## src/hdl/cdr_map.svh

```systemverilog
// register offsets, field positions, reset values for the diag result block
`ifndef CDR_MAP_SVH
`define CDR_MAP_SVH

// ********************************
// register offsets
// ********************************
`define CDR_OFS_LAUNCH      16'hba1b
`define CDR_OFS_XPAIR_OFF   16'hba1c
`define CDR_OFS_PAIR0       16'hba1d
`define CDR_OFS_PAIR1       16'hba1e
`define CDR_OFS_PAIR2       16'hba1f
`define CDR_OFS_IRQ_STATUS  16'hba30
`define CDR_OFS_IRQ_MASK    16'hba31

// ********************************
// field positions and widths
// ********************************
`define CDR_BIT_LAUNCH      0
`define CDR_BIT_XPAIR_OFF   0
`define CDR_FLAG_W          11
`define CDR_IRQ_W           3
`define CDR_IRQ_DONE        0
`define CDR_IRQ_FAULT       1
`define CDR_IRQ_REFUSED     2

// ********************************
// reset values
// ********************************
`define CDR_RST_WORD        16'h0000
`define CDR_RST_IRQ         3'h0

`endif

```

## src/hdl/cdr_pkg.sv

```systemverilog
// types shared by the cable diag result register block
`include "cdr_map.svh"

package cdr_pkg;

  // per-pair flags as reported by the diagnostic engine, msb first
  typedef struct packed {
    logic       activity_seen;  // unknown activity on the pair
    logic [2:0] imp_short_to;   // impedance shorts to the other pairs
    logic       imp_mismatch;   // impedance mismatch on the pair
    logic [2:0] short_to;       // direct shorts to the other pairs
    logic       shorted;        // short on the pair itself
    logic       open_circuit;   // open on the pair
    logic       terminated_ok;  // pair well terminated
  } cdr_pair_flags_t;

  // launch sequencer states
  typedef enum logic {
    CDR_IDLE,
    CDR_RUN
  } cdr_state_t;

  // pad a flag set into a 16-bit register word, upper bits zero
  function automatic logic [15:0] cdr_word(input cdr_pair_flags_t f);
    cdr_word = {5'h00, f};
  endfunction

endpackage : cdr_pkg

```

## src/hdl/cdr_capture.sv

```systemverilog
// result capture for pairs 0 to 2 with cross-pair suppression
`timescale 1ns/1ps
`default_nettype none

module cdr_capture
  import cdr_pkg::*;
(
  input  wire logic                 ref_clk_in,
  input  wire logic                 resetn_in,
  input  wire logic                 capture_in,
  input  wire logic                 xpair_off_in,
  input  wire cdr_pair_flags_t [2:0] raw_in,
  output var  cdr_pair_flags_t [2:0] result_out,
  output var  logic                 fault_out
);

  cdr_pair_flags_t [2:0] next_result;  // filtered engine report

  // strip cross-pair flags when checking is suppressed
  always_comb begin
    next_result = raw_in;
    for (int i = 0; i < 3; i++) begin
      if (xpair_off_in) begin
        next_result[i].imp_short_to = 3'h0;
        next_result[i].short_to     = 3'h0;
      end
    end
  end

  // all words load together, then hold until the next run
  always_ff @(posedge ref_clk_in or negedge resetn_in) begin
    if (!resetn_in) begin
      result_out <= '0;
    end else if (capture_in) begin
      result_out <= next_result;
    end
  end

  // any fault flag left in the filtered report, sampled with the load
  always_ff @(posedge ref_clk_in or negedge resetn_in) begin
    if (!resetn_in) begin
      fault_out <= 1'b0;
    end else if (capture_in) begin
      fault_out <= 1'b0;
      for (int i = 0; i < 3; i++) begin
        if (|next_result[i][`CDR_FLAG_W-1:1]) begin
          fault_out <= 1'b1;
        end
      end
    end
  end

endmodule // cdr_capture

`default_nettype wire

```

## src/hdl/cdr_irq.sv

```systemverilog
// sticky interrupt status, mask and level interrupt output
`timescale 1ns/1ps
`default_nettype none

module cdr_irq
  import cdr_pkg::*;
(
  input  wire logic                 ref_clk_in,
  input  wire logic                 resetn_in,
  input  wire logic [`CDR_IRQ_W-1:0] set_in,
  input  wire logic                 clear_in,
  input  wire logic                 mask_wr_in,
  input  wire logic [`CDR_IRQ_W-1:0] mask_in,
  output var  logic [`CDR_IRQ_W-1:0] status_out,
  output var  logic [`CDR_IRQ_W-1:0] mask_out,
  output var  logic                 irq_out
);

  // sticky bits: a set in the clearing cycle survives the clear
  always_ff @(posedge ref_clk_in or negedge resetn_in) begin
    if (!resetn_in) begin
      status_out <= `CDR_RST_IRQ;
    end else begin
      status_out <= (clear_in ? `CDR_RST_IRQ : status_out) | set_in;
    end
  end

  // mask register, one means enabled
  always_ff @(posedge ref_clk_in or negedge resetn_in) begin
    if (!resetn_in) begin
      mask_out <= `CDR_RST_IRQ;
    end else if (mask_wr_in) begin
      mask_out <= mask_in;
    end
  end

  // registered level, lags the status by one cycle
  always_ff @(posedge ref_clk_in or negedge resetn_in) begin
    if (!resetn_in) begin
      irq_out <= 1'b0;
    end else begin
      irq_out <= |(status_out & mask_out);
    end
  end

endmodule // cdr_irq

`default_nettype wire

```

## src/hdl/cdr_regs.sv

```systemverilog
// top: cable diagnostic control and per-pair result register bank
//
// Design decision made here: the strobed register port.
`timescale 1ns/1ps
`default_nettype none

module cdr_regs
  import cdr_pkg::*;
(
  // ********************************
  // clock and reset
  // ********************************
  input  wire logic                 ref_clk_in,
  input  wire logic                 resetn_in,
  // ********************************
  // register port
  // ********************************
  input  wire logic [15:0]          reg_addr_in,
  input  wire logic [15:0]          reg_wdata_in,
  input  wire logic                 reg_wr_in,
  input  wire logic                 reg_rd_in,
  output var  logic [15:0]          reg_rdata_out,
  // ********************************
  // transceiver state
  // ********************************
  input  wire logic                 phy_standby_in,
  input  wire logic                 link_allow_in,
  // ********************************
  // diagnostic engine
  // ********************************
  input  wire logic                 diag_done_in,
  input  wire cdr_pair_flags_t [2:0] diag_flags_in,
  output var  logic                 diag_launch_out,
  output var  logic                 cross_pair_check_off_out,
  // ********************************
  // interrupt
  // ********************************
  output var  logic                 irq_out
);

  // ********************************
  // declarations
  // ********************************
  cdr_state_t            state;             // launch sequencer
  cdr_state_t            next_state;        // sequencer next value
  logic                  diag_launch;       // launch bit
  logic                  cross_pair_check_off; // suppression bit
  cdr_pair_flags_t [2:0] pair_result;       // held result flags
  logic                  fault_seen;        // last run found a fault
  logic                  run_done;          // engine finished a run
  logic                  launch_wr;         // write hits the launch word
  logic                  launch_req;        // software asks for a run
  logic                  launch_ok;         // transceiver ready for a run
  logic                  launch_refused;    // request turned away
  logic                  fault_evt;         // fault reported, one cycle late
  logic                  done_q;            // completion, delayed one cycle
  logic [`CDR_IRQ_W-1:0] irq_set;           // events into the status
  logic [`CDR_IRQ_W-1:0] irq_status;        // sticky status
  logic [`CDR_IRQ_W-1:0] irq_mask;          // interrupt enables
  logic                  irq_clear;         // read of the status word
  logic                  mask_wr;           // write to the mask word
  logic [15:0]           next_rdata;        // decoded read value

  // ********************************
  // write decode
  // ********************************

  // a write to the launch word with bit 0 set is a run request
  assign launch_wr  = reg_wr_in && (reg_addr_in == `CDR_OFS_LAUNCH);
  assign launch_req = launch_wr && reg_wdata_in[`CDR_BIT_LAUNCH];

  assign launch_ok  = phy_standby_in && !link_allow_in;

  // a request while a run is active is absorbed, not refused
  assign launch_refused = launch_req && !launch_ok && (state == CDR_IDLE);

  // only a completion during a run counts; stray ones are dropped
  assign run_done = diag_done_in && (state == CDR_RUN);

  // mask write decode
  assign mask_wr = reg_wr_in && (reg_addr_in == `CDR_OFS_IRQ_MASK);

  // status clears on the read strobe itself
  assign irq_clear = reg_rd_in && (reg_addr_in == `CDR_OFS_IRQ_STATUS);

  // ********************************
  // suppression control
  // ********************************

  // only bit 0 is stored; the rest of the word is dropped
  always_ff @(posedge ref_clk_in or negedge resetn_in) begin
    if (!resetn_in) begin
      cross_pair_check_off <= 1'b0;
    end else if (reg_wr_in && (reg_addr_in == `CDR_OFS_XPAIR_OFF)) begin
      cross_pair_check_off <= reg_wdata_in[`CDR_BIT_XPAIR_OFF];
    end
  end

  // engine sees the bit straight from the flop
  assign cross_pair_check_off_out = cross_pair_check_off;

  // ********************************
  // launch sequencer
  // ********************************

  // next state: idle until an accepted request, run until done
  always_comb begin
    next_state = state;
    unique case (state)
      CDR_IDLE: begin
        if (launch_req && launch_ok) begin
          next_state = CDR_RUN;
        end
      end
      CDR_RUN: begin
        if (diag_done_in) begin
          next_state = CDR_IDLE;
        end
      end
    endcase
  end

  // state register
  always_ff @(posedge ref_clk_in or negedge resetn_in) begin
    if (!resetn_in) begin
      state <= CDR_IDLE;
    end else begin
      state <= next_state;
    end
  end

  // launch bit tracks the run; software cannot abort a run by
  // writing zero, which keeps result words consistent
  always_ff @(posedge ref_clk_in or negedge resetn_in) begin
    if (!resetn_in) begin
      diag_launch <= 1'b0;
    end else begin
      diag_launch <= (next_state == CDR_RUN);
    end
  end

  // launch level to the engine, high for the whole run
  assign diag_launch_out = diag_launch;

  // ********************************
  // result capture
  // ********************************

  // filters cross flags and holds the words between runs
  cdr_capture u_capture (
    .ref_clk_in   (ref_clk_in),
    .resetn_in    (resetn_in),
    .capture_in   (run_done),
    .xpair_off_in (cross_pair_check_off),
    .raw_in       (diag_flags_in),
    .result_out   (pair_result),
    .fault_out    (fault_seen)
  );

  // ********************************
  // interrupt events
  // ********************************

  // the fault flag is valid one cycle after the load, so the done
  // pulse is delayed to line the two events up
  always_ff @(posedge ref_clk_in or negedge resetn_in) begin
    if (!resetn_in) begin
      done_q <= 1'b0;
    end else begin
      done_q <= run_done;
    end
  end

  // fault event follows the load that produced it
  assign fault_evt = done_q && fault_seen;

  // event vector in status layout
  always_comb begin
    irq_set                   = `CDR_RST_IRQ;
    irq_set[`CDR_IRQ_DONE]    = done_q;
    irq_set[`CDR_IRQ_FAULT]   = fault_evt;
    irq_set[`CDR_IRQ_REFUSED] = launch_refused;
  end

  // sticky status, mask and interrupt level
  cdr_irq u_irq (
    .ref_clk_in (ref_clk_in),
    .resetn_in  (resetn_in),
    .set_in     (irq_set),
    .clear_in   (irq_clear),
    .mask_wr_in (mask_wr),
    .mask_in    (reg_wdata_in[`CDR_IRQ_W-1:0]),
    .status_out (irq_status),
    .mask_out   (irq_mask),
    .irq_out    (irq_out)
  );

  // ********************************
  // read decode
  // ********************************

  // unmapped offsets and reserved bits read as zero
  always_comb begin
    next_rdata = `CDR_RST_WORD;
    unique case (reg_addr_in)
      `CDR_OFS_LAUNCH: begin
        next_rdata[`CDR_BIT_LAUNCH] = diag_launch;
      end
      `CDR_OFS_XPAIR_OFF: begin
        next_rdata[`CDR_BIT_XPAIR_OFF] = cross_pair_check_off;
      end
      `CDR_OFS_PAIR0: begin
        next_rdata = cdr_word(pair_result[0]);
      end
      `CDR_OFS_PAIR1: begin
        next_rdata = cdr_word(pair_result[1]);
      end
      `CDR_OFS_PAIR2: begin
        next_rdata = cdr_word(pair_result[2]);
      end
      `CDR_OFS_IRQ_STATUS: begin
        next_rdata[`CDR_IRQ_W-1:0] = irq_status;
      end
      `CDR_OFS_IRQ_MASK: begin
        next_rdata[`CDR_IRQ_W-1:0] = irq_mask;
      end
      default: begin
        next_rdata = `CDR_RST_WORD;
      end
    endcase
  end

  // good at bit 0
  // read data stands only in the cycle after the strobe
  always_ff @(posedge ref_clk_in or negedge resetn_in) begin
    if (!resetn_in) begin
      reg_rdata_out <= `CDR_RST_WORD;
    end else if (reg_rd_in) begin
      reg_rdata_out <= next_rdata;
    end else begin
      reg_rdata_out <= `CDR_RST_WORD;
    end
  end

endmodule // cdr_regs

`default_nettype wire

```

## config.mk

```make
export PLATFORM = sky130hd
export DESIGN_NAME = cdr_regs
export DESIGN_NICKNAME = d
export VERILOG_FILES = /design/src/hdl/cdr_pkg.sv /design/src/hdl/cdr_capture.sv /design/src/hdl/cdr_irq.sv /design/src/hdl/cdr_regs.sv
export VERILOG_INCLUDE_DIRS = /design/src /design/src/hdl
export SDC_FILE = /design/constraint.sdc
export NUM_CORES = 1
export LEC_CHECK = 0
export ABC_AREA = 1
export ABC_CLOCK_PERIOD_IN_PS = 1600
export BUFFER_PORTS_ARGS = -buffer_cell sky130_fd_sc_hd__buf_2
export CAP_MARGIN = 0
export CORE_MARGIN = 8
export CORE_UTILIZATION = 51
export CTS_CLUSTER_DIAMETER = 40
export CTS_CLUSTER_SIZE = 40
export DETAILED_ROUTE_END_ITERATION = 16
export GPL_ROUTABILITY_DRIVEN = 0
export HOLD_SLACK_MARGIN = 0.15
export PLACE_DENSITY = 0.77
export SLEW_MARGIN = 20
export SYNTH_ARGS = -nofsm -noshare
export SYNTH_HDL_FRONTEND = slang
export SYNTH_SLANG_ARGS = --single-unit
```

## constraint.sdc

```tcl
create_clock -name ref_clk_in -period 1.6 [get_ports ref_clk_in]
set_input_delay 0.32 -clock ref_clk_in [delete_from_list [all_inputs] [get_ports ref_clk_in]]
set_output_delay 0.32 -clock ref_clk_in [all_outputs]
set_load 0.01 [all_outputs]
```

==> impl_metrics.py, run 1 <==
metrics = {
    "layout": {
        "instances_no_fill": 530,
        "syn_to_final_growth_pct": 20.4,
        "final_nets": 529,
        "drive_gt1_share_pct": 25.1,
        "post-route-cell-area_sq_mm": 0.00348,
        "diodes": 0,
    },
    "global_route": {
        "grt_pass1_wl_mm": 11.4,
        "grt_max_degree": 56,
        "grt_antenna_before_repair": 0,
        "grt_pass1_vias": 2525,
        "grtUsageTotal_pct": 16.6,
        "met1_usage_pct": 21.4,
        "met2_usage_pct": 26.7,
        "busiest_layer": "met2",
        "gr-total-overflow": 0,
        "grtUsageMet3_pct": 4.12,
    },
    "die": {
        "ioPinCount": 91,
        "die_area_sq_mm": 0.00834,
        "coreArea_sq_mm": 0.00551,
        "die_x_um": 91.3,
        "die_h_um": 91.3,
        "placementRows": 27,
        "start_util_pct": 52.5,
    },
    "clock_tree": {
        "clock_sinks": 55,
        "cts-buffers-inserted": 5,
        "clockBufferDepth": 2,
        "path_clk_slew_ps": 100,
        "cts-htree-levels": 2,
        "root_buffer": "clkbuf_8",
        "cts_tree": "done",
        "clk_latency_ps": 310,
    },
    "timing": {
        "fin_setup_tns_ps": 0,
        "drv_slew": 0,
        "max_freq_ghz": 0.705,
        "report.final.setup_viol": 0,
        "rsz0062_at_grt": "false",
        "period_share_pct": 88.7,
        "setup_ws_ps": 181,
        "min_period_ps": 1420,
        "clock_skew_ps": 5.44,
        "hold_viol": 0,
    },
    "critical_path": {
        "reg2reg_depth": 6,
        "reg2reg_slack_ps": 180,
        "cp-startpoint": "diag_launch_out",
        "start_kind": "flop",
        "cp.required_ps": 1790,
        "crit_path_end_kind": "flop",
        "crit_end": "u_capture.result_out[26]",
        "crit_type": "flop to flop",
        "r2r-end": "u_capture.result_out[26]",
        "cp_max_fo": 43,
        "regToRegStartpoint": "diag_launch_out",
        "crit_arrival_ps": 1610,
    },
    "place": {
        "dpl-instance-area_sq_mm": 0.00335,
        "io_buffers": 72,
        "dp_cells": 521,
        "pre_cts_slack_ps": 68.2,
        "dp_hpwl_mm": 5.30,
    },
    "yosys": {
        "ys_warn_count": 0,
        "avgSynthCellArea_sq_um": 7.65,
        "synthFlopType": "dfrtp_1",
        "yosysSeqAreaShare_pct": 47.6,
        "async_flop_share_pct": 100,
        "synth_seq_cells": 55,
        "syn_inst": 378,
        "synth_edf_count": 0,
        "synth_cell_types": 29,
        "syn_area_sq_mm": 0.00289,
    },
    "pwr": {
        "vdd_drop_max_uv": 514,
        "p_leak_nw": 1.98,
        "powerDensity_mw_per_mm2": 807,
    },
    "route": {
        "remaining_drc_errors": 0,
        "drt_first_pass_iters": 4,
        "drtAntennaViolNets": 0,
        "vias": 2606,
        "wl_per_cell_um": 12.8,
        "via_per_inst": 4.92,
        "drt_iter0_markers": 145,
        "wl_mm": 6.81,
    },
    "job": {
        "cap_violations": 0,
    },
    "min_path": {
        "min_path_type": "primary input to flop",
    },
    "status": {
        "status": "finished, final reports clean",
    },
}
==> layout by cell type, fill, tap and decap left out, types with 4 or more instances in the layout <==
cell type / instances
nand2_1: 87
buf_2: 72
inv_1: 55
dfrtp_1: 55
nor2_1: 49
o21ai_0: 33
nand3_1: 29
nor3_1: 10
buf_4: 8
nand3_2: 6
nand4_1: 6
clkbuf_8: 6
conb_1: 5
nand2_2: 4
inv_2: 4
==> repair_timing <==
item                                    in CTS  in global routing
hold endpoints to repair                    55                  0
endpoints found under the setup margin       0                 11
setup buffers                                0                  0
gates resized for setup                      0                  1
hold buffers                                 1                  0
==> through the flow <==
stage | power (mW) | hold slack, ps | util [%]
after floorplan | 1.73 | 24.4 | -
after global placement | 1.87 | 332 | 60.8
after detailed placement | 1.89 | 347 | 60.8
after CTS | 2.81 | 200 | 63.2
after global routing | 2.94 | 199 | 63.2
final | 2.81 | 201 | 63.2
==> state kept, by name, summed over array words and instances (netlist names) <==
register,count
cross_pair_check_off_out,1
diag_launch_out,1
done_q,1
reg_rdata_out,11
u_capture.fault_out,1
u_capture.result_out,33
u_irq.irq_out,1
u_irq.mask_out,3
u_irq.status_out,3
==> worst min-delay path by stage <==
stage,startpoint,end,slack (ps),depth (start not counted)
3_5_place_dp,resetn_in,u_capture.result_out[3],350,2
3_3_place_gp,resetn_in,reg_rdata_out[3],330,2
2_1_floorplan,resetn_in,cross_pair_check_off_out,20,0
5_1_grt,diag_flags_in[22],u_capture.result_out[22],200,3
4_1_cts,diag_flags_in[22],u_capture.result_out[22],200,3
6_report,diag_flags_in[22],u_capture.result_out[22],200,3
==> cell type report <==
type	count	area, sq um
clock buffers	6	82.6
clock inverters	2	35.0
inverters	60	225
repair buffers	83	462
flip-flops and latches	55	1380
multi-input cells	252	1210
fillers	511	2020
well taps	72	90.1
==> Yosys cell counts (all sizes together), types with 3 or more instances <==
| master | instances | area, sq um |
|---|---|---|
| nand2 | 93 | 374 |
| nor2 | 56 | 257 |
| nor3 | 10 | 50.1 |
| inv | 59 | 221 |
| o21ai | 36 | 180 |
| nand3 | 35 | 205 |
| nand4 | 7 | 58.8 |
| dfrtp | 55 | 1380 |
| clkbuf | 6 | 22.5 |
| a21oi | 3 | 15.0 |
| buf | 9 | 72.6 |
| o21a | 3 | 22.5 |
==> kinds of logic (layout without fill, tap and decap cells) <==
family,count (synthesis),count (layout),synth area share [%]
compound gates,45,45,8.35
buf+inv,75,151,11.1
flops,55,55,47.6
other cells,1,5,0.130
simple gates,202,202,32.9
==> per-layer routing <==
| metal | vias up | share of wire (%) |
|---|---|---|
| li1 | 1317 | - |
| met1 | 1201 | 46 |
| met2 | 75 | 46 |
| met3 | 13 | 5.8 |
| met4 | 0 | 1.5 |
| met5 | - | 0 |
==> worst max-delay path, cell delays in order (launching register included) <==
cell and delay, ps:
dfrtp_1 400, nand2_1 90, buf_6 270, clkinv_1 140
buf_4 210, nand3_1 80, o21ai_0 90
==> power breakdown <==
part / total [mW] / switching, mW / leakage, nW / internal, mW
registers: 1.55 / 0.0542 / 0.706 / 1.50
logic: 0.308 / 0.177 / 1.21 / 0.132
clock network: 0.948 / 0.441 / 0.0612 / 0.507
total: 2.81 / 0.672 / 1.98 / 2.14
(Power assumes the default switching activity.)
==> run 2, diff against run 1 <==
--- a/config.mk
+++ b/config.mk
@@ -16,9 +16,12 @@
 export CTS_CLUSTER_SIZE = 40
 export DETAILED_ROUTE_END_ITERATION = 16
 export GPL_ROUTABILITY_DRIVEN = 0
+export GPL_TIMING_DRIVEN = 0
 export HOLD_SLACK_MARGIN = 0.15
 export PLACE_DENSITY = 0.77
+export REMOVE_ABC_BUFFERS = 1
 export SLEW_MARGIN = 20
 export SYNTH_ARGS = -nofsm -noshare
 export SYNTH_HDL_FRONTEND = slang
+export SYNTH_HIERARCHICAL = 1
 export SYNTH_SLANG_ARGS = --single-unit
==> run 2 against run 1 <==
Net effect:
- hold slack better by 8.4 ps
- final area fell by 4.9%
- synthesized area shrank 3.8%
- sequential share of layout area increased by 2.0 points
- via count fell by 3.0%
- combinational power shrank 11%
- flip-flop and latch count is the same
- clock power rose by 0.7%
- setup slack better by 44 ps
- critical path depth is 4 higher
- critical endpoint is now reg_rdata_out[2]
- largest power group unchanged
- highest routed layer unchanged
==> impl_metrics.py, run 2 <==
metrics = {
    "status": {
        "status": "finished, final reports clean",
    },
    "place": {
        "dp_hpwl_mm": 5.03,
        "dpl-instance-area_sq_mm": 0.00315,
        "pre_cts_slack_ps": -181,
        "dp_cells": 496,
        "io_buffers": 72,
    },
    "layout": {
        "multi_input_area_sq_mm": 0.00115,
        "regMostFlops": "u_capture/result_out",
        "post-route-cell-area_sq_mm": 0.00331,
        "syn_to_final_growth_pct": 19.0,
        "fillers": 498,
        "largest_reg_flops": 33,
        "regArea_sq_mm": 0.00138,
        "final_cell_mix": "nand2_1, buf_2, dfrtp_1",
        "drive_gt1_share_pct": 23.4,
        "instances_no_fill": 507,
        "reg.largest.list": "u_capture/result_out: 33 flops, reg_rdata_out: 11 flops",
        "final_common_cell": "nand2_1",
        "diodes": 0,
        "final_nets": 506,
    },
    "min_path": {
        "worstHoldStart": "diag_flags_in[11]",
        "min_path_type": "primary input to flop",
    },
    "critical_path": {
        "cp_top_family": "simple AND/OR/NAND/NOR gates",
        "cpMaxStageDelayCell": "nor2_4",
        "start_kind": "primary input",
        "crit_arrival_ps": 1620,
        "path_buf_inv": 2,
        "cp_max_fo": 13,
        "crit_type": "primary input to flop",
        "crit_path_end_kind": "flop",
        "regToRegStartpoint": "cross_pair_check_off_out",
        "cp_cell_sequence": "buf_2 -> nor2_1 -> nand2_1 -> nor2_4 -> nand2_1 -> clkinv_1 -> nand2_1 -> nand3_1 -> nor2_1 -> nor2_1",
        "cp_slowest_stage_delay_ps": 280,
        "cp-startpoint": "reg_addr_in[8]",
        "cp.required_ps": 1840,
    },
    "route": {
        "vias": 2529,
        "remaining_drc_errors": 0,
        "via_per_inst": 4.99,
        "drt_iter0_markers": 133,
        "wl_per_cell_um": 13.3,
        "drtAntennaViolNets": 0,
        "wl_mm": 6.76,
        "drt_first_pass_iters": 4,
    },
    "yosys": {
        "synth-compound-area-share_pct": 8.99,
        "yosysTopAreaCell": "dfrtp_1",
        "post-synth-top-area-fraction_pct": 49.5,
        "synth_seq_cells": 55,
        "avgSynthCellArea_sq_um": 7.69,
        "ys_warn_count": 6,
        "synth.most_common_cell": "nand2_1",
        "synthMuxAreaShare_pct": 0,
        "async_flop_share_pct": 100,
        "synth_xor_xnor_area_share_pct": 0,
        "synth_top_family_by_area": "simple AND/OR/NAND/NOR gates",
        "synthTopCellsByArea": "dfrtp_1, nand2_1, o21ai_0, inv_1, nor2_1",
        "synth_commonest_cells": "nand2_1, dfrtp_1, inv_1, o21ai_0, nor2_1",
        "synthFlopType": "dfrtp_1",
        "synth_adder_area_share_pct": 0,
        "syn_area_sq_mm": 0.00278,
        "synth_edf_count": 0,
        "syn_inst": 362,
        "synth_cell_types": 30,
        "post_synth_and_or_nand_nor_area_fraction_pct": 31.8,
        "yosysSeqAreaShare_pct": 49.5,
    },
    "timing": {
        "hold_viol": 0,
        "worst_pin_slew_ps": 664,
        "max_freq_ghz": 0.727,
        "min_period_ps": 1380,
        "report.final.setup_viol": 0,
        "rsz0062_at_grt": "false",
        "clock_skew_ps": 10.2,
        "period_share_pct": 85.9,
        "drv_slew": 0,
        "setup_ws_ps": 225,
        "maxSlewHeadroom_pct": 55.7,
    },
    "clock_tree": {
        "clk_latency_ps": 310,
        "root_buffer": "clkbuf_8",
        "cts-buffers-inserted": 5,
        "clockBufferDepth": 2,
        "cts_tree": "done",
        "path_clk_slew_ps": 100,
        "cts-htree-levels": 2,
        "clock_sinks": 55,
    },
    "die": {
        "die_h_um": 89.9,
        "die_x_um": 89.9,
        "die_area_sq_mm": 0.00808,
        "start_util_pct": 51.8,
        "coreArea_sq_mm": 0.00537,
        "placementRows": 27,
        "ioPinCount": 91,
    },
    "pwr": {
        "finalPower_mw": 2.77,
        "powerDensity_mw_per_mm2": 837,
        "p_leak_nw": 1.82,
        "vdd_drop_max_uv": 428,
    },
    "job": {
        "cap_violations": 0,
    },
    "global_route": {
        "grt_pass1_vias": 2531,
        "grt_max_degree": 56,
        "grtUsageTotal_pct": 16.8,
        "grt_pass1_wl_mm": 11.4,
        "gr-total-overflow": 0,
        "grt_antenna_before_repair": 0,
    },
}
[run 2: cell types whose count changed in the layout (fill, tap and decap cells not counted), sizes merged, moves of 7 or more]
cell	change
nand2	+40
nor2	-23
buf	-8
nor3	-7
inv	-19
nand3	-15
[run 2: final cells by class]
cell class / count / share of cell area, %
sequential: 55 / 41.6
clock inverter: 2 / 1.06
clock buffer: 6 / 2.49
inverter: 44 / 5.59
tap: 72 / 2.72
timing repair buffer: 75 / 11.7
multi-input combinational: 253 / 34.8
[run 2: logic make-up after synthesis]
kind of cell    after synthesis
compound gates               46
buf+inv                      58
flops                        55
other cells                   1
simple gates                202
[run 2: power breakdown]
| group | internal [mW] | switching (mW) | total [mW] |
|---|---|---|---|
| registers | 1.49 | 0.0530 | 1.54 |
| clock network | 0.507 | 0.448 | 0.955 |
| logic | 0.117 | 0.159 | 0.275 |
| total | 2.11 | 0.659 | 2.77 |
[run 2: final timing paths]
check	end	slack [ps]	depth (start not counted)
worst max-delay path	reg_rdata_out[2]	220	10
max in group asynchronous	reg_rdata_out[8]	570	2
min in group asynchronous	u_capture/result_out[13]	590	2
worst max register to register	u_capture/fault_out	230	7
worst min-delay path	u_capture/result_out[11]	210	3
worst min register to register	u_capture/result_out[11]	480	2
[run 2: worst reg2reg max path, stage by stage (launching register included)]
cell	delay, ps
dfrtp_1	460
inv_2	190
nand2_1	130
nand2_1	70
nor2_1	160
nand3_1	110
nor2_1	110
nor2_1	50
[run 2: timing repair]
item / 4_1_cts / 5_1_grt
setup endpoints to repair: 32 / 33
buffers inserted: 0 / 2
gates resized for setup: 1 / 4
endpoints found under the hold margin: 55 / 0
hold buffers: 1 / 0
[run 2: stage by stage]
stage               TNS, ps  util, %  hold slack (ps)
floorplan                 0        -             24.4
global placement      -3260     58.6              449
global route              0     61.6              221
CTS                       0     61.1              204
detailed placement    -4270     58.7              404
finish                    0     61.6              210
[run 2: metal layers]
layer	track usage (%)	part of all wire [%]	wire (um)
met1	19.3	42	2850
met2	29.3	49	3310
met3	3.99	6.7	456
met4	7.07	2.0	137
met5	0	0	0
